`config.mk`:
```
export PLATFORM = sky130hd
export DESIGN_NAME = cif_flags
export DESIGN_NICKNAME = d
export VERILOG_FILES = /design/src/design/cif_pkg.sv /design/src/design/cif_pulse_gen.sv /design/src/design/cif_flags.sv
export SDC_FILE = /design/constraint.sdc
export NUM_CORES = 1
export LEC_CHECK = 0
export BUFFER_PORTS_ARGS = -buffer_cell sky130_fd_sc_hd__buf_4
export CAP_MARGIN = 20
export CORE_ASPECT_RATIO = 0.8
export CORE_MARGIN = 4
export CORE_UTILIZATION = 57
export DETAILED_ROUTE_END_ITERATION = 8
export PLACE_DENSITY = 0.82
export SLEW_MARGIN = 30
export SYNTH_ARGS = -nofsm -noshare
export SYNTH_HDL_FRONTEND = slang
export SYNTH_SLANG_ARGS = --single-unit
```
`constraint.sdc`:
```
create_clock -name clk -period 2.4 [get_ports clk]
set_clock_uncertainty 0.2 [all_clocks]
set_input_delay 0 -clock clk [delete_from_list [all_inputs] [get_ports clk]]
set_output_delay 0 -clock clk [all_outputs]
set_load 0.02 [all_outputs]
```
`src/design/cif_pkg.sv`:
```
// Purpose: constants for the codec interrupt flag block
// Assumes: 200 MHz core clock, one clock domain
// Notes: offsets are page 0 register numbers
//
// How it works
// - Sticky flag 45.D6 sets when ADC power falls below gain-loop noise level
// - Sticky flags are read-only, clear on read, set again on a new event
// - Flags 45.D4 and 45.D3 catch ADC engine standard and auxiliary ports
// - Bit D2 of 45 and 47 shows DC measurement data available
// - Live 46.D7 shows short circuit at headphone or speaker driver
// - Live 46.D5 shows headset button currently pressed
// - Live 46.D4 shows headset inserted, zero after removal
// - Live 46.D3 and D2 show left and right power above compressor level
// - Live 46.D1 and D0 show DAC engine standard and auxiliary ports
// - Live 47.D6 shows ADC power below gain-loop noise level
// - Live 47.D4 and D3 show ADC engine standard and auxiliary ports
// - Control D7 lets headset insertion events raise the interrupt
// - Control D6 lets button press events raise the interrupt
// - Control D5 lets compressor power events raise the interrupt
// - Control D4 lets gain-loop noise events raise the interrupt
// - Control D3 lets short-circuit events raise the interrupt
// - Control D2 lets processing engine events raise the interrupt
// - Control D1 lets DC measurement ready events raise the interrupt
// - Control D0 clear gives one 2 ms high pulse per interrupt
// - Control D0 set repeats 2 ms pulses each 4 ms until 44 and 45 read
// - Sticky 44 latches short, button, insertion and compressor events
// - Interrupt drives general pin one when its function code is 0101
package cif_pkg;
    // ***************************
    // Register offsets
    // ***************************
    localparam logic [7:0] CIF_OFF_DAC_STICKY = 8'h2C;
    localparam logic [7:0] CIF_OFF_ADC_STICKY = 8'h2D;
    localparam logic [7:0] CIF_OFF_DAC_LIVE = 8'h2E;
    localparam logic [7:0] CIF_OFF_ADC_LIVE = 8'h2F;
    localparam logic [7:0] CIF_OFF_CTRL = 8'h30;
    localparam logic [7:0] CIF_CTRL_RESET = 8'h00;
    localparam logic [7:0] CIF_RSV_RESET = 8'h00;
    // Writable reserved bits of 45 and 47
    localparam logic [7:0] CIF_RSV_MASK = 8'hA3;
    // ***************************
    // Control bit positions
    // ***************************
    localparam int CIF_EN_INSERT = 7;
    localparam int CIF_EN_BUTTON = 6;
    localparam int CIF_EN_DRC = 5;
    localparam int CIF_EN_AGC = 4;
    localparam int CIF_EN_SHORT = 3;
    localparam int CIF_EN_ENGINE = 2;
    localparam int CIF_EN_DC = 1;
    localparam int CIF_REPEAT = 0;
    // ***************************
    // Source vector positions
    // ***************************
    localparam int CIF_NSRC = 11;
    localparam int CIF_S_SHORT = 0;
    localparam int CIF_S_BUTTON = 1;
    localparam int CIF_S_INSERT = 2;
    localparam int CIF_S_LDRC = 3;
    localparam int CIF_S_RDRC = 4;
    localparam int CIF_S_AGC = 5;
    localparam int CIF_S_APE_STD = 6;
    localparam int CIF_S_APE_AUX = 7;
    localparam int CIF_S_DPE_STD = 8;
    localparam int CIF_S_DPE_AUX = 9;
    localparam int CIF_S_DC = 10;
    // ***************************
    // Timing
    // ***************************
    localparam int unsigned CIF_CLK_KHZ = 200000;
    localparam int unsigned CIF_PULSE_MS = 2;
    localparam int unsigned CIF_PERIOD_MS = 4;
    localparam int unsigned CIF_PULSE_CYC = CIF_PULSE_MS * CIF_CLK_KHZ;
    localparam int unsigned CIF_PERIOD_CYC = CIF_PERIOD_MS * CIF_CLK_KHZ;
    localparam int CIF_CNT_W = 20;
    localparam logic [3:0] CIF_PIN_FUNC_IRQ = 4'h5;
    typedef enum logic [2:0] {
        CIF_IDLE = 3'h1,
        CIF_HIGH = 3'h2,
        CIF_LOW = 3'h4
    } cif_state_t;
endpackage : cif_pkg

```
`src/design/cif_pulse_gen.sv`:
```
// Purpose: pulse train for the first interrupt output
// Assumes: start and stop are one-cycle pulses on clk
// Notes: a start while busy is ignored
`timescale 1ns/1ps
module cif_pulse_gen #(
    parameter int unsigned PULSE_CYCLES = cif_pkg::CIF_PULSE_CYC,
    parameter int unsigned PERIOD_CYCLES = cif_pkg::CIF_PERIOD_CYC
) (
    // Clock and reset
    input wire logic clk,
    input wire logic nrst,
    // Control
    input wire logic start,
    input wire logic stop,
    input wire logic repeat_mode,
    // Output
    output logic pulse_out
);
    import cif_pkg::*;

    localparam logic [CIF_CNT_W-1:0] HI_END = CIF_CNT_W'(PULSE_CYCLES - 1);
    localparam logic [CIF_CNT_W-1:0] LO_END =
        CIF_CNT_W'(PERIOD_CYCLES - PULSE_CYCLES - 1);

    cif_state_t state;
    logic [CIF_CNT_W-1:0] cnt;

    // ***************************
    // Sequencer
    // ***************************
    // width, period, stop
    always_ff @(posedge clk or negedge nrst)
    begin
        if (!nrst)
        begin
            state <= CIF_IDLE;
            cnt <= '0;
            pulse_out <= 1'b0;
        end
        else
        begin
            case (state)
                CIF_IDLE:
                begin
                    cnt <= '0;
                    if (start)
                    begin
                        state <= CIF_HIGH;
                        pulse_out <= 1'b1;
                    end
                end
                CIF_HIGH:
                begin
                    if (stop)
                    begin
                        state <= CIF_IDLE;
                        pulse_out <= 1'b0;
                        cnt <= '0;
                    end
                    else if (cnt == HI_END)
                    begin
                        state <= repeat_mode ? CIF_LOW : CIF_IDLE;
                        pulse_out <= 1'b0;
                        cnt <= '0;
                    end
                    else
                    begin
                        cnt <= cnt + 1'b1;
                    end
                end
                CIF_LOW:
                begin
                    if (stop || !repeat_mode)
                    begin
                        state <= CIF_IDLE;
                        cnt <= '0;
                    end
                    else if (cnt == LO_END)
                    begin
                        state <= CIF_HIGH;
                        pulse_out <= 1'b1;
                        cnt <= '0;
                    end
                    else
                    begin
                        cnt <= cnt + 1'b1;
                    end
                end
                default:
                begin
                    state <= CIF_IDLE;
                    pulse_out <= 1'b0;
                    cnt <= '0;
                end
            endcase
        end
    end
endmodule : cif_pulse_gen

```
`src/design/cif_flags.sv`:
```
// Purpose: interrupt flags, mask and first interrupt output
// Assumes: sources and register strobes come from core logic on clk
// Notes: read data appear one cycle after the read strobe
`timescale 1ns/1ps
module cif_flags #(
    parameter int unsigned PULSE_CYCLES = cif_pkg::CIF_PULSE_CYC,
    parameter int unsigned PERIOD_CYCLES = cif_pkg::CIF_PERIOD_CYC
) (
    // Clock and reset
    input wire logic clk,
    input wire logic nrst,
    // Register access
    input wire logic [7:0] reg_addr,
    input wire logic reg_wr,
    input wire logic reg_rd,
    input wire logic [7:0] reg_wdata,
    output logic [7:0] reg_rdata,
    // Event sources
    input wire logic short_circuit,
    input wire logic button_pressed,
    input wire logic headset_inserted,
    input wire logic left_drc_above,
    input wire logic right_drc_above,
    input wire logic agc_noise_low,
    input wire logic adc_engine_std,
    input wire logic adc_engine_aux,
    input wire logic dac_engine_std,
    input wire logic dac_engine_aux,
    input wire logic dc_meas_ready,
    // Pin routing
    input wire logic [3:0] pin_one_func,
    output logic first_irq_output,
    output logic general_pin_one_out,
    output logic general_pin_one_oe
);
    import cif_pkg::*;

    logic [CIF_NSRC-1:0] src;
    logic [CIF_NSRC-1:0] src_prev;
    logic [CIF_NSRC-1:0] rise;
    logic insert_change;
    logic [7:0] ctrl;
    logic [7:0] rsv_adc_sticky;
    logic [7:0] rsv_adc_live;
    logic [7:0] dac_sticky;
    logic [7:0] adc_sticky;
    logic [7:0] dac_live;
    logic [7:0] adc_live;
    logic rd_dac_sticky;
    logic rd_adc_sticky;
    logic seen_dac;
    logic seen_adc;
    logic trigger;
    logic stop;
    logic pulse;

    function automatic logic hit(input logic [7:0] a, input logic [7:0] off);
        hit = (a == off);
    endfunction : hit

    // ***************************
    // Source edges
    // ***************************
    always_comb
    begin
        src = '0;
        src[CIF_S_SHORT] = short_circuit;
        src[CIF_S_BUTTON] = button_pressed;
        src[CIF_S_INSERT] = headset_inserted;
        src[CIF_S_LDRC] = left_drc_above;
        src[CIF_S_RDRC] = right_drc_above;
        src[CIF_S_AGC] = agc_noise_low;
        src[CIF_S_APE_STD] = adc_engine_std;
        src[CIF_S_APE_AUX] = adc_engine_aux;
        src[CIF_S_DPE_STD] = dac_engine_std;
        src[CIF_S_DPE_AUX] = dac_engine_aux;
        src[CIF_S_DC] = dc_meas_ready;
    end

    always_ff @(posedge clk or negedge nrst)
    begin
        if (!nrst)
        begin
            src_prev <= '0;
        end
        else
        begin
            src_prev <= src;
        end
    end

    assign rise = src & ~src_prev;
    assign insert_change = src[CIF_S_INSERT] ^ src_prev[CIF_S_INSERT];

    // ***************************
    // Register decode
    // ***************************
    assign rd_dac_sticky = reg_rd && hit(reg_addr, CIF_OFF_DAC_STICKY);
    assign rd_adc_sticky = reg_rd && hit(reg_addr, CIF_OFF_ADC_STICKY);

    // ***************************
    // Control and reserved bits
    // ***************************
    // mask and mode storage
    always_ff @(posedge clk or negedge nrst)
    begin
        if (!nrst)
        begin
            ctrl <= CIF_CTRL_RESET;
        end
        else if (reg_wr && hit(reg_addr, CIF_OFF_CTRL))
        begin
            ctrl <= reg_wdata;
        end
    end

    always_ff @(posedge clk or negedge nrst)
    begin
        if (!nrst)
        begin
            rsv_adc_sticky <= CIF_RSV_RESET;
            rsv_adc_live <= CIF_RSV_RESET;
        end
        else if (reg_wr)
        begin
            if (hit(reg_addr, CIF_OFF_ADC_STICKY))
            begin
                rsv_adc_sticky <= reg_wdata & CIF_RSV_MASK;
            end
            if (hit(reg_addr, CIF_OFF_ADC_LIVE))
            begin
                rsv_adc_live <= reg_wdata & CIF_RSV_MASK;
            end
        end
    end

    // ***************************
    // Sticky flags
    // ***************************
    // set wins over read clear
    always_ff @(posedge clk or negedge nrst)
    begin
        if (!nrst)
        begin
            dac_sticky <= 8'h00;
        end
        else
        begin
            if (rd_dac_sticky)
            begin
                dac_sticky <= 8'h00;
            end
            if (rise[CIF_S_SHORT])
            begin
                dac_sticky[7] <= 1'b1;
            end
            if (rise[CIF_S_BUTTON])
            begin
                dac_sticky[5] <= 1'b1;
            end
            if (insert_change)
            begin
                dac_sticky[4] <= 1'b1;
            end
            if (rise[CIF_S_LDRC])
            begin
                dac_sticky[3] <= 1'b1;
            end
            if (rise[CIF_S_RDRC])
            begin
                dac_sticky[2] <= 1'b1;
            end
        end
    end

    always_ff @(posedge clk or negedge nrst)
    begin
        if (!nrst)
        begin
            adc_sticky <= 8'h00;
        end
        else
        begin
            if (rd_adc_sticky)
            begin
                adc_sticky <= 8'h00;
            end
            if (rise[CIF_S_AGC])
            begin
                adc_sticky[6] <= 1'b1;
            end
            if (rise[CIF_S_APE_STD])
            begin
                adc_sticky[4] <= 1'b1;
            end
            if (rise[CIF_S_APE_AUX])
            begin
                adc_sticky[3] <= 1'b1;
            end
        end
    end

    // ***************************
    // Live status
    // ***************************
    // DAC live
    assign dac_live = {short_circuit, 1'b0, button_pressed, headset_inserted,
                       left_drc_above, right_drc_above, dac_engine_std,
                       dac_engine_aux};
    assign adc_live = {1'b0, agc_noise_low, 1'b0, adc_engine_std,
                       adc_engine_aux, dc_meas_ready, 2'b00};

    // ***************************
    // Read data
    // ***************************
    always_ff @(posedge clk or negedge nrst)
    begin
        if (!nrst)
        begin
            reg_rdata <= 8'h00;
        end
        else if (reg_rd)
        begin
            case (reg_addr)
                CIF_OFF_DAC_STICKY: reg_rdata <= dac_sticky;
                // live DC ready in sticky register
                CIF_OFF_ADC_STICKY:
                begin
                    reg_rdata <= adc_sticky | rsv_adc_sticky
                        | {5'h00, dc_meas_ready, 2'b00};
                end
                CIF_OFF_DAC_LIVE: reg_rdata <= dac_live;
                CIF_OFF_ADC_LIVE: reg_rdata <= adc_live | rsv_adc_live;
                CIF_OFF_CTRL: reg_rdata <= ctrl;
                default: reg_rdata <= 8'h00;
            endcase
        end
    end

    // ***************************
    // Interrupt sources
    // ***************************
    // masked OR
    always_comb
    begin
        trigger = 1'b0;
        if (ctrl[CIF_EN_INSERT] && rise[CIF_S_INSERT])
        begin
            trigger = 1'b1;
        end
        if (ctrl[CIF_EN_BUTTON] && rise[CIF_S_BUTTON])
        begin
            trigger = 1'b1;
        end
        if (ctrl[CIF_EN_DRC] && (rise[CIF_S_LDRC] || rise[CIF_S_RDRC]))
        begin
            trigger = 1'b1;
        end
        if (ctrl[CIF_EN_AGC] && rise[CIF_S_AGC])
        begin
            trigger = 1'b1;
        end
        if (ctrl[CIF_EN_SHORT] && rise[CIF_S_SHORT])
        begin
            trigger = 1'b1;
        end
        if (ctrl[CIF_EN_ENGINE] && |rise[CIF_S_DPE_AUX:CIF_S_APE_STD])
        begin
            trigger = 1'b1;
        end
        if (ctrl[CIF_EN_DC] && rise[CIF_S_DC])
        begin
            trigger = 1'b1;
        end
    end

    // ***************************
    // Repeat stop tracking
    // ***************************
    // both sticky registers read
    always_ff @(posedge clk or negedge nrst)
    begin
        if (!nrst)
        begin
            seen_dac <= 1'b0;
            seen_adc <= 1'b0;
        end
        else if (trigger || stop)
        begin
            seen_dac <= 1'b0;
            seen_adc <= 1'b0;
        end
        else
        begin
            seen_dac <= seen_dac | rd_dac_sticky;
            seen_adc <= seen_adc | rd_adc_sticky;
        end
    end

    assign stop = ctrl[CIF_REPEAT] && (seen_dac || rd_dac_sticky)
        && (seen_adc || rd_adc_sticky);

    cif_pulse_gen #(
        .PULSE_CYCLES(PULSE_CYCLES),
        .PERIOD_CYCLES(PERIOD_CYCLES)
    ) u_pulse (
        .clk(clk),
        .nrst(nrst),
        .start(trigger),
        .stop(stop),
        .repeat_mode(ctrl[CIF_REPEAT]),
        .pulse_out(pulse)
    );

    // ***************************
    // Outputs
    // ***************************
    // pin one routing
    always_ff @(posedge clk or negedge nrst)
    begin
        if (!nrst)
        begin
            first_irq_output <= 1'b0;
            general_pin_one_out <= 1'b0;
            general_pin_one_oe <= 1'b0;
        end
        else
        begin
            first_irq_output <= pulse;
            general_pin_one_out <= (pin_one_func == CIF_PIN_FUNC_IRQ) && pulse;
            general_pin_one_oe <= (pin_one_func == CIF_PIN_FUNC_IRQ);
        end
    end
endmodule : cif_flags

```
==> impl_summary.log, run 1 <==
[metrics] post-synth net total: 327
[metrics] via count of the first global-routing pass: 2,513
[metrics] critical path peak fanout: 6
[metrics] endpoint type of the worst setup path: flip-flop
[metrics] power per cell area: about 570 nW/um^2
[metrics] max frequency: 434 MHz
[metrics] DP Worst Slack: 81.3 ps
[metrics] post-route cell area: between 4000 and 5000 sq um
[metrics] most used cells in the layout excluding fill and tap cells: 71 x sky130_fd_sc_hd__dfrtp_1, 51 x sky130_fd_sc_hd__buf_4, 29 x sky130_fd_sc_hd__dlygate4sd3_1, 24 x sky130_fd_sc_hd__nand2_1, 19 x sky130_fd_sc_hd__a21oi_1
[metrics] Die Wd: 92.7 um
[metrics] Ys Warns: 0
[metrics] fraction of layout cells with a size suffix above 1: 0.227
[metrics] post-synthesis sequential element count: 72
[metrics] Final Max Tran Viols: 0
[metrics] post-synthesis area per instance: 11.3 sq um
[metrics] critical path buffer and inverter count: 0
[metrics] cell type with the largest total area after synthesis: sky130_fd_sc_hd__dfrtp_1
[metrics] kind of start point of the critical path: flip-flop
[metrics] First-pass DRT Iterations: 5
[metrics] CTS sink cnt: just over 70
[metrics] initial antenna violation count: 1
[metrics] area of placed instances: 3710 sq um
[metrics] H-Tree Depth: 3
[metrics] worst endpoint required time: between 2000 and 2500 ps
[metrics] pin count of the biggest net entering global routing: 73
[metrics] distinct cell type count of the synthesized netlist: 55
[metrics] global route overflow: 0
[metrics] Syn Inst Count: 290
[metrics] clock tree from TritonCTS: yes
[metrics] Vert. Die Dim: 75.7 um
[metrics] actual transition at the worst max-transition pin: 694 ps
[metrics] worst hold slack: between 8 and 9 ps
[metrics] wire length of the first global-routing pass: about 13,000 um
[metrics] antenna violation net count after detailed routing: 0
[metrics] final net count: about 410
[metrics] root buffer cell: sky130_fd_sc_hd__clkbuf_8
[metrics] DRC violation count after routing: 0
[metrics] worst-case register-to-register setup slack: ~98 ps
[metrics] violation count after the first detailed-routing iteration: 340
[metrics] number of buffers inserted during clock tree synthesis: 9
[metrics] gr usage total: 0.242
[metrics] share of the synthesized area in the top cell type: 0.543
[metrics] post-CTS clock slew at the launch and capture registers of the worst setup and hold paths: approximately 70 ps
[metrics] final setup vio count: 0
[metrics] Core Rows: 24
[metrics] slowest cell on the critical path: sky130_fd_sc_hd__or4_1
[metrics] count of cells along the worst register-to-register path: 4
[metrics] sequential area share after synthesis: 0.551
[metrics] Hold Violations, Final: 0
[metrics] placed instance count: 412
[metrics] Final GP Congestion: 0.837
[metrics] number of synthesized flops with an enable pin: 0
[metrics] standby leakage power: 1.82 nW
[metrics] cell family with most CP delay: simple AND/OR/NAND/NOR gates
[metrics] Detailed Route WL: 8050 um
[metrics] area taken by multi-input logic gates: 1380 sq um
[metrics] r2r endpoint: u_pulse.state[2]$_DFFE_PN0P_
[metrics] Resize count post-CTS: 0
[metrics] relative slew slack: 0.534
[metrics] category of the critical setup timing path: flip-flop to flip-flop
[metrics] I/O pin cnt: 46
[metrics] R2R Path Start: u_pulse.cnt[10]$_DFF_PN0_
[metrics] area of the placeable core: 5500 sq um
[metrics] setup total negative slack: 0 ps
[metrics] Min Clock Period, post-route: 2300 ps
[metrics] buffer levels on the longest clock path: 2
[metrics] Syn Std Cell Area: 3270 sq um
[metrics] RSZ-0062 raised after global routing: no
[metrics] power consumption: 2.39 mW
[metrics] leading cell type in the layout, fill and taps excluded: sky130_fd_sc_hd__dfrtp_1
[metrics] Hold Path Class: input port to async pin
[metrics] number of inserted filler cells in the final layout: 361
[metrics] worst vdd rail ir drop: about 0.00042 V
[metrics] Initial Utilization: 0.595
[metrics] DR vias: 2,704
[metrics] per-cell routed wire length: 17.6 um
[metrics] run status: finished, final reports clean
[metrics] fraction of registers with async set or reset after synthesis: 1.00
[metrics] synth-to-layout area growth: 27.7%
[metrics] final core utilization: 0.760
[metrics] largest cells by area after synthesis: sky130_fd_sc_hd__dfrtp_1 54%, sky130_fd_sc_hd__mux2_2 5.2%, sky130_fd_sc_hd__xnor2_1 2.9%
[metrics] via density per instance: approximately 5.9
[metrics] area of the die: 7020 sq um
[metrics] MaxCap Viol Count: 0
[metrics] non-filler instance count after layout: 458
[metrics] Primary FF master, synth: sky130_fd_sc_hd__dfrtp_1
[metrics] DPL Wire Length: slightly above 5000 um
[metrics] largest stage delay on the critical path: 600 ps
[metrics] period utilisation layout: 0.959
[metrics] PortBufs: 45
[metrics] clock insertion delay at the later pin of the skew report: approximately 350 ps
[metrics] flip-flop and latch area: 1800 sq um
[metrics] worst path arrival time: 2390 ps
[metrics] final setup slack of the worst path: 97.9 ps
[metrics] cell-by-cell trace of the critical path: or4b_1, or4_1, a311o_1, a21oi_2
worst max-delay path by stage:
stage / to / slack (ps) / depth (start not counted) / from
after floorplan: u_pulse.state[2]$_DFFE_PN0P_ / 180 / 5 / u_pulse.cnt[10]$_DFF_PN0_
after global placement: u_pulse.state[2]$_DFFE_PN0P_ / 140 / 4 / u_pulse.cnt[10]$_DFF_PN0_
after detailed placement: u_pulse.cnt[18]$_DFF_PN0_ / 80 / 4 / u_pulse.cnt[10]$_DFF_PN0_
after CTS: u_pulse.state[2]$_DFFE_PN0P_ / 90 / 4 / u_pulse.cnt[10]$_DFF_PN0_
after global routing: u_pulse.cnt[18]$_DFF_PN0_ / 9 / 4 / u_pulse.cnt[10]$_DFF_PN0_
final: u_pulse.state[2]$_DFFE_PN0P_ / 100 / 4 / u_pulse.cnt[10]$_DFF_PN0_
where the power goes:
part | internal [mW] | leakage [nW] | switching, mW
sequential | 1.27 | 0.923 | 0.0340
combinational | 0.130 | 0.807 | 0.126
clock | 0.402 | 0.0844 | 0.429
repair_timing:
action	4_1_cts	5_1_grt
hold buffers	29	0
endpoints found under the hold margin	118	0
buffers inserted	0	0
registers in the layout (all words and copies together) (netlist names), 3 cells and up:
signal          count
src_prev           11
u_pulse.cnt        20
reg_rdata           8
rsv_adc_sticky      4
dac_sticky          5
u_pulse.state       3
adc_sticky          3
rsv_adc_live        4
ctrl                8
layer usage:
metal,vias up,part of all wire,track usage
met1,1292,0.42,0.343
met3,24,0.11,0.0721
met5,-,0,0
li1,1231,-,-
met2,157,0.45,0.354
met4,0,0.021,0.0943
synthesized netlist by cell type, types with 3 or more instances:
cell type,number
sky130_fd_sc_hd__xnor2_1,11
sky130_fd_sc_hd__a21oi_1,19
sky130_fd_sc_hd__inv_1,13
sky130_fd_sc_hd__clkbuf_1,3
sky130_fd_sc_hd__nor2_1,12
sky130_fd_sc_hd__nor2b_1,11
sky130_fd_sc_hd__nand2_1,24
sky130_fd_sc_hd__a21o_1,6
sky130_fd_sc_hd__buf_2,4
sky130_fd_sc_hd__xor2_1,7
sky130_fd_sc_hd__nor3b_1,3
sky130_fd_sc_hd__nand3_1,7
sky130_fd_sc_hd__nor3_1,8
sky130_fd_sc_hd__a22o_1,6
sky130_fd_sc_hd__a31oi_1,5
sky130_fd_sc_hd__nand4_1,5
sky130_fd_sc_hd__dfrtp_1,71
sky130_fd_sc_hd__and4_1,4
sky130_fd_sc_hd__mux2_2,15
sky130_fd_sc_hd__a222oi_1,8
sky130_fd_sc_hd__o21ai_0,5
kinds of logic after synthesis:
logic type,after synthesis,share of synthesized area
simple gates,98,0.175
flops,72,0.551
compound gates,63,0.134
buf+inv,21,0.0279
xor+xnor,18,0.0482
mux,16,0.0551
fa+ha+maj,2,0.00765
cell type report:
cell class              instances  area share
inverters                      13      0.0117
multi-input cells             197       0.329
clock buffers                  14      0.0366
diodes                          1    0.000600
repair buffers                 81       0.164
clock inverters                 2     0.00240
well taps                      78      0.0234
flip-flops and latches         72       0.432
Power figures use the tool's default switching activity.
==> inputs of run 2 (changes only) <==
--- a/config.mk
+++ b/config.mk
@@ -5,13 +5,14 @@
 export SDC_FILE = /design/constraint.sdc
 export NUM_CORES = 1
 export LEC_CHECK = 0
+export ABC_AREA = 1
 export BUFFER_PORTS_ARGS = -buffer_cell sky130_fd_sc_hd__buf_4
 export CAP_MARGIN = 20
 export CORE_ASPECT_RATIO = 0.8
 export CORE_MARGIN = 4
-export CORE_UTILIZATION = 57
+export CORE_UTILIZATION = 58
 export DETAILED_ROUTE_END_ITERATION = 8
-export PLACE_DENSITY = 0.82
+export PLACE_DENSITY = 0.83
 export SLEW_MARGIN = 30
 export SYNTH_ARGS = -nofsm -noshare
 export SYNTH_HDL_FRONTEND = slang
==> run 2 against run 1 <==
Against the previous run: the run now ends with negative hold slack left; combinational power increased by 66%; register-to-register slack better by 280 ps; hold slack worse by 34 ps; cell area is 8.6% higher; non-clock buffer count is 5 lower; setup slack improved by 83 ps; highest routed layer unchanged; routed wire length rose by 3.3%.
==> impl_summary.log, run 2 <==
[metrics] number of buffers inserted during clock tree synthesis: 9 (unchanged)
[metrics] endpoint type of the worst setup path: flip-flop
[metrics] clock share of power: 0.372 (+0.024)
[metrics] final setup vio count: 0 (unchanged)
[metrics] Syn Std Cell Area: 3590 sq um (+9.8%)
[metrics] HP Start: reg_addr[7]
[metrics] power per cell area: 618 nW/um^2 (+8.1%)
[metrics] Die Wd: 95.9 um (+3.5%)
[metrics] run status: finished with violations
[metrics] clock insertion delay at the later pin of the skew report: 350 ps (about the same)
[metrics] I/O pin cnt: 46 (unchanged)
[metrics] number of synthesized flops with an enable pin: 0 (unchanged)
[metrics] clock tree from TritonCTS: yes
[metrics] worst-case register-to-register setup slack: 380 ps (+280 ps)
[metrics] register name with the most flops: u_pulse.cnt
[metrics] worst endpoint required time: 2430 ps (-60 ps)
[metrics] First-pass DRT Iterations: 5 (unchanged)
[metrics] largest stage delay on the critical path: 570 ps (-30 ps)
[metrics] leading post-synthesis cells by instance count: 78 x sky130_fd_sc_hd__nand2_1, 71 x sky130_fd_sc_hd__dfrtp_1, 57 x sky130_fd_sc_hd__inv_1, 34 x sky130_fd_sc_hd__o21ai_0, 20 x sky130_fd_sc_hd__nor2_1
[metrics] power consumption: 2.80 mW (+17%)
[metrics] leading cell type in the layout, fill and taps excluded: sky130_fd_sc_hd__nand2_1
[metrics] Synth Area in XOR/XNOR: 0.0366 (-0.0116)
[metrics] fraction of synthesized area in multiplexers: 0.00941 (-0.0457)
[metrics] violation count after the first detailed-routing iteration: 268 (-21%)
[metrics] r2r endpoint: u_pulse.cnt[16]$_DFF_PN0_
[metrics] flip-flop and latch area: 1800 sq um (unchanged)
[metrics] share of the synthesized area in the top cell type: 0.495 (-0.0483)
[metrics] Min Clock Period, post-route: 2220 ps (-82.6 ps)
[metrics] kind of start point of the critical path: input port
[metrics] via count of the first global-routing pass: 3,049 (+21%)
[metrics] buffer levels on the longest clock path: 2 (unchanged)
[metrics] via density per instance: 5.37 (-9.0%)
[metrics] post-synthesis sequential element count: 72 (unchanged)
[metrics] failing checks: negative hold slack
[metrics] critical path peak fanout: 13 (+7)
[metrics] Initial Utilization: 0.604 (+0.00884)
[metrics] worst hold slack: -26.3 ps (-34.5 ps)
[metrics] most used cells in the layout excluding fill and tap cells: 77 x sky130_fd_sc_hd__nand2_1, 71 x sky130_fd_sc_hd__dfrtp_1, 57 x sky130_fd_sc_hd__inv_1, 44 x sky130_fd_sc_hd__buf_4, 34 x sky130_fd_sc_hd__o21ai_0
[metrics] fraction of registers with async set or reset after synthesis: 1.00 (unchanged)
[metrics] Internal Power: 2.04 mW (+14%)
[metrics] distinct cell type count of the synthesized netlist: 42 (-24%)
[metrics] cell type with the largest total area after synthesis: sky130_fd_sc_hd__dfrtp_1
[metrics] simple-gate share of the synthesized area: 0.282 (+0.107)
[metrics] CTS sink cnt: 72 (unchanged)
[metrics] crit-path most repeated cell: sky130_fd_sc_hd__dlygate4sd3_1
[metrics] slowest cell on the critical path: sky130_fd_sc_hd__dlygate4sd3_1
[metrics] PortBufs: 45 (unchanged)
[metrics] count of cells along the worst register-to-register path: 9 (+5)
[metrics] period utilisation layout: 0.925 (-0.0344)
[metrics] NetSw: 759 uW (+29%)
[metrics] Vert. Die Dim: 78.4 um (+3.5%)
[metrics] max frequency: 451 MHz (+3.7%)
[metrics] Worst Hold Path Cells: 6
[metrics] area taken by multi-input logic gates: 1520 sq um (+10%)
[metrics] MaxCap Viol Count: 0 (unchanged)
[metrics] area of the die: 7520 sq um (+7.1%)
[metrics] actual transition at the worst max-transition pin: 644 ps (-50.2 ps)
[metrics] largest cells by area after synthesis: sky130_fd_sc_hd__dfrtp_1 50%, sky130_fd_sc_hd__nand2_1 8.2%, sky130_fd_sc_hd__inv_1 6.0%
[metrics] largest registers in the final layout: u_pulse.cnt: 20 flops, src_prev: 11 flops
[metrics] Hold Violations, Final: 1 (+1)
[metrics] per-cell routed wire length: 14.7 um (-16%)
[metrics] DPL Wire Length: 5660 um (+10%)
[metrics] final core utilization: 0.763 (+0.00317)
[metrics] count of antenna diodes in the layout: 0 (-1)
[metrics] R2R Path Start: u_pulse.cnt[0]$_DFF_PN0_
[metrics] sequential group share of total power: 0.476 (-0.069)
[metrics] Post-CTS Setup Repair Bufs: 0 (unchanged)
[metrics] Core Rows: 25 (+4.2%)
[metrics] worst vdd rail ir drop: 0.000558 V (+33%)
[metrics] number of inserted filler cells in the final layout: 379 (+5.0%)
[metrics] share of total power in combinational logic: 0.152 (+0.045)
[metrics] Primary FF master, synth: sky130_fd_sc_hd__dfrtp_1
[metrics] cell-by-cell trace of the critical path: dlygate4sd3_1, buf_4, nor3_1, dlygate4sd3_1, nand2_1, inv_2, nand2_2, mux2_2
[metrics] post-synthesis area per instance: 9.08 sq um (-19%)
[metrics] area of the placeable core: 5940 sq um (+8.2%)
[metrics] Detailed Route WL: 8310 um (+3.3%)
[metrics] wire length of the first global-routing pass: 14,200 um (+11%)
[metrics] final net count: 515 (+25%)
[metrics] post-route cell area: 4530 sq um (+8.6%)
[metrics] sequential area share after synthesis: 0.502 (-0.0490)
[metrics] standby leakage power: 2.12 nW (+17%)
[metrics] synth-to-layout area growth: 26.3%
[metrics] Syn Inst Count: 395 (+36%)
[metrics] global route overflow: 0 (unchanged)
[metrics] worst path arrival time: 2250 ps (-140 ps)
[metrics] most repeated cell in the gate-level netlist after synthesis: sky130_fd_sc_hd__nand2_1
[metrics] setup total negative slack: 0 ps (unchanged)
[metrics] post-CTS clock slew at the launch and capture registers of the worst setup and hold paths: 70 ps (about the same)
[metrics] main combinational cell family by area after synthesis: simple AND/OR/NAND/NOR gates
[metrics] area of placed instances: 3990 sq um (+7.5%)
[metrics] root buffer cell: sky130_fd_sc_hd__clkbuf_8
[metrics] category of the critical setup timing path: input port to flip-flop
[metrics] fraction of layout cells with a size suffix above 1: 0.226 (-0.00124)
[metrics] pin count of the biggest net entering global routing: 73 (unchanged)
[metrics] post-synth net total: 432 (+32%)
[metrics] relative slew slack: 0.571 (+0.0370)
[metrics] Hold Path Class: input port to flip-flop
[metrics] initial antenna violation count: 0 (-1)
[metrics] arithmetic-cell share of the synthesized area counting full adders, half adders and majority gates: 0.00697 (-0.000681)
[metrics] Final Max Tran Viols: 0 (unchanged)
[metrics] gr usage total: 0.247 (+0.00548)
[metrics] DRC violation count after routing: 0 (unchanged)
[metrics] destination of the worst hold path: dac_sticky[7]$_DFFE_PN0P_
[metrics] H-Tree Depth: 3 (unchanged)
[metrics] number of flip-flops in the largest register: 20 (unchanged)
[metrics] antenna violation net count after detailed routing: 0 (unchanged)
[metrics] Final GP Congestion: 0.984 (+18%)
[metrics] switch share: 0.271 (+0.0240)
[metrics] Ys Warns: 0 (unchanged)
[metrics] RSZ-0062 raised after global routing: no
[metrics] DR vias: 3,030 (+12%)
[metrics] compound-cell area share of the yosys netlist: 0.0868 (-0.0475)
## run 2: cell count changes in the layout (fill, tap and decap cells not counted), sizes merged, moves of 8 or more
cell / previous run / this run
o21ai: 6 / 38
a21oi: 20 / 12
mux2: 16 / 3
nand4: 5 / 13
nand3: 9 / 24
nor2: 12 / 37
a222oi: 8 / 0
nand2: 25 / 86
xnor2: 11 / 3
inv: 13 / 63
nor2b: 11 / 0
## run 2: power groups by stage
stage	sequential (mW)	clock, mW	combinational (mW)
after floorplan	1.36	0	0.242
after global placement	1.35	0	0.373
after detailed placement	1.36	0	0.382
after CTS	1.33	1.07	0.424
after global routing	1.34	1.13	0.480
final	1.33	1.04	0.425
## run 2: routing by layer
layer | vias to the layer above | share of wire | global-route usage
li1 | 1445 | - | -
met1 | 1451 | 0.44 | 0.339
met2 | 115 | 0.48 | 0.384
met3 | 19 | 0.065 | 0.0584
met4 | 0 | 0.018 | 0.0881
met5 | - | 0 | 0
## run 2: repair_timing
action | 4_1_cts | 5_1_grt
hold buffers | 31 | 2
endpoints found under the setup margin | 0 | 23
gates resized for setup | 0 | 2
hold endpoints to repair | 119 | 2
## run 2: cells by family (layout without fill, tap and decap cells)
family	count (synthesis)	count (layout)
xor gates and xnor gates	15	15
and+or+nand+nor	181	181
DFF	72	72
adders and majority gates	2	2
muxes	3	3
buffers and inverters	66	154
AOI/OAI and AO/OA	56	56
## run 2: worst max-delay path: cells and delay by family
family | cells | cell delay (ps)
mux | 1 | 340
simple gates | 3 | 470
buf+inv | 4 | 1440
## run 2: worst max-delay path by stage
stage / slack [ps] / from / to
floorplan: 680 / u_pulse.cnt[0]$_DFF_PN0_ / u_pulse.cnt[14]$_DFF_PN0_
global placement: 590 / u_pulse.cnt[0]$_DFF_PN0_ / u_pulse.cnt[16]$_DFF_PN0_
detailed placement: 470 / u_pulse.cnt[0]$_DFF_PN0_ / u_pulse.cnt[14]$_DFF_PN0_
CTS: 50 / reg_addr[6] / u_pulse.cnt[3]$_DFF_PN0_
global route: 150 / reg_addr[2] / ctrl[3]$_DFFE_PN0P_
finish: 180 / reg_addr[2] / ctrl[2]$_DFFE_PN0P_
## run 2: final cells by class
type | instances | share of cell area
flip-flops and latches | 72 | 0.398
multi-input cells | 257 | 0.335
repair buffers | 76 | 0.144
inverters | 62 | 0.0530
clock buffers | 10 | 0.0282
well taps | 81 | 0.0224
clock inverters | 6 | 0.0204
## run 2: through the flow
stage,std cells,setup WS [ps]
2_1_floorplan,395,682
3_3_place_gp,517,591
3_5_place_dp,517,471
4_1_cts,564,52.3
5_1_grt,564,152
6_report,564,180
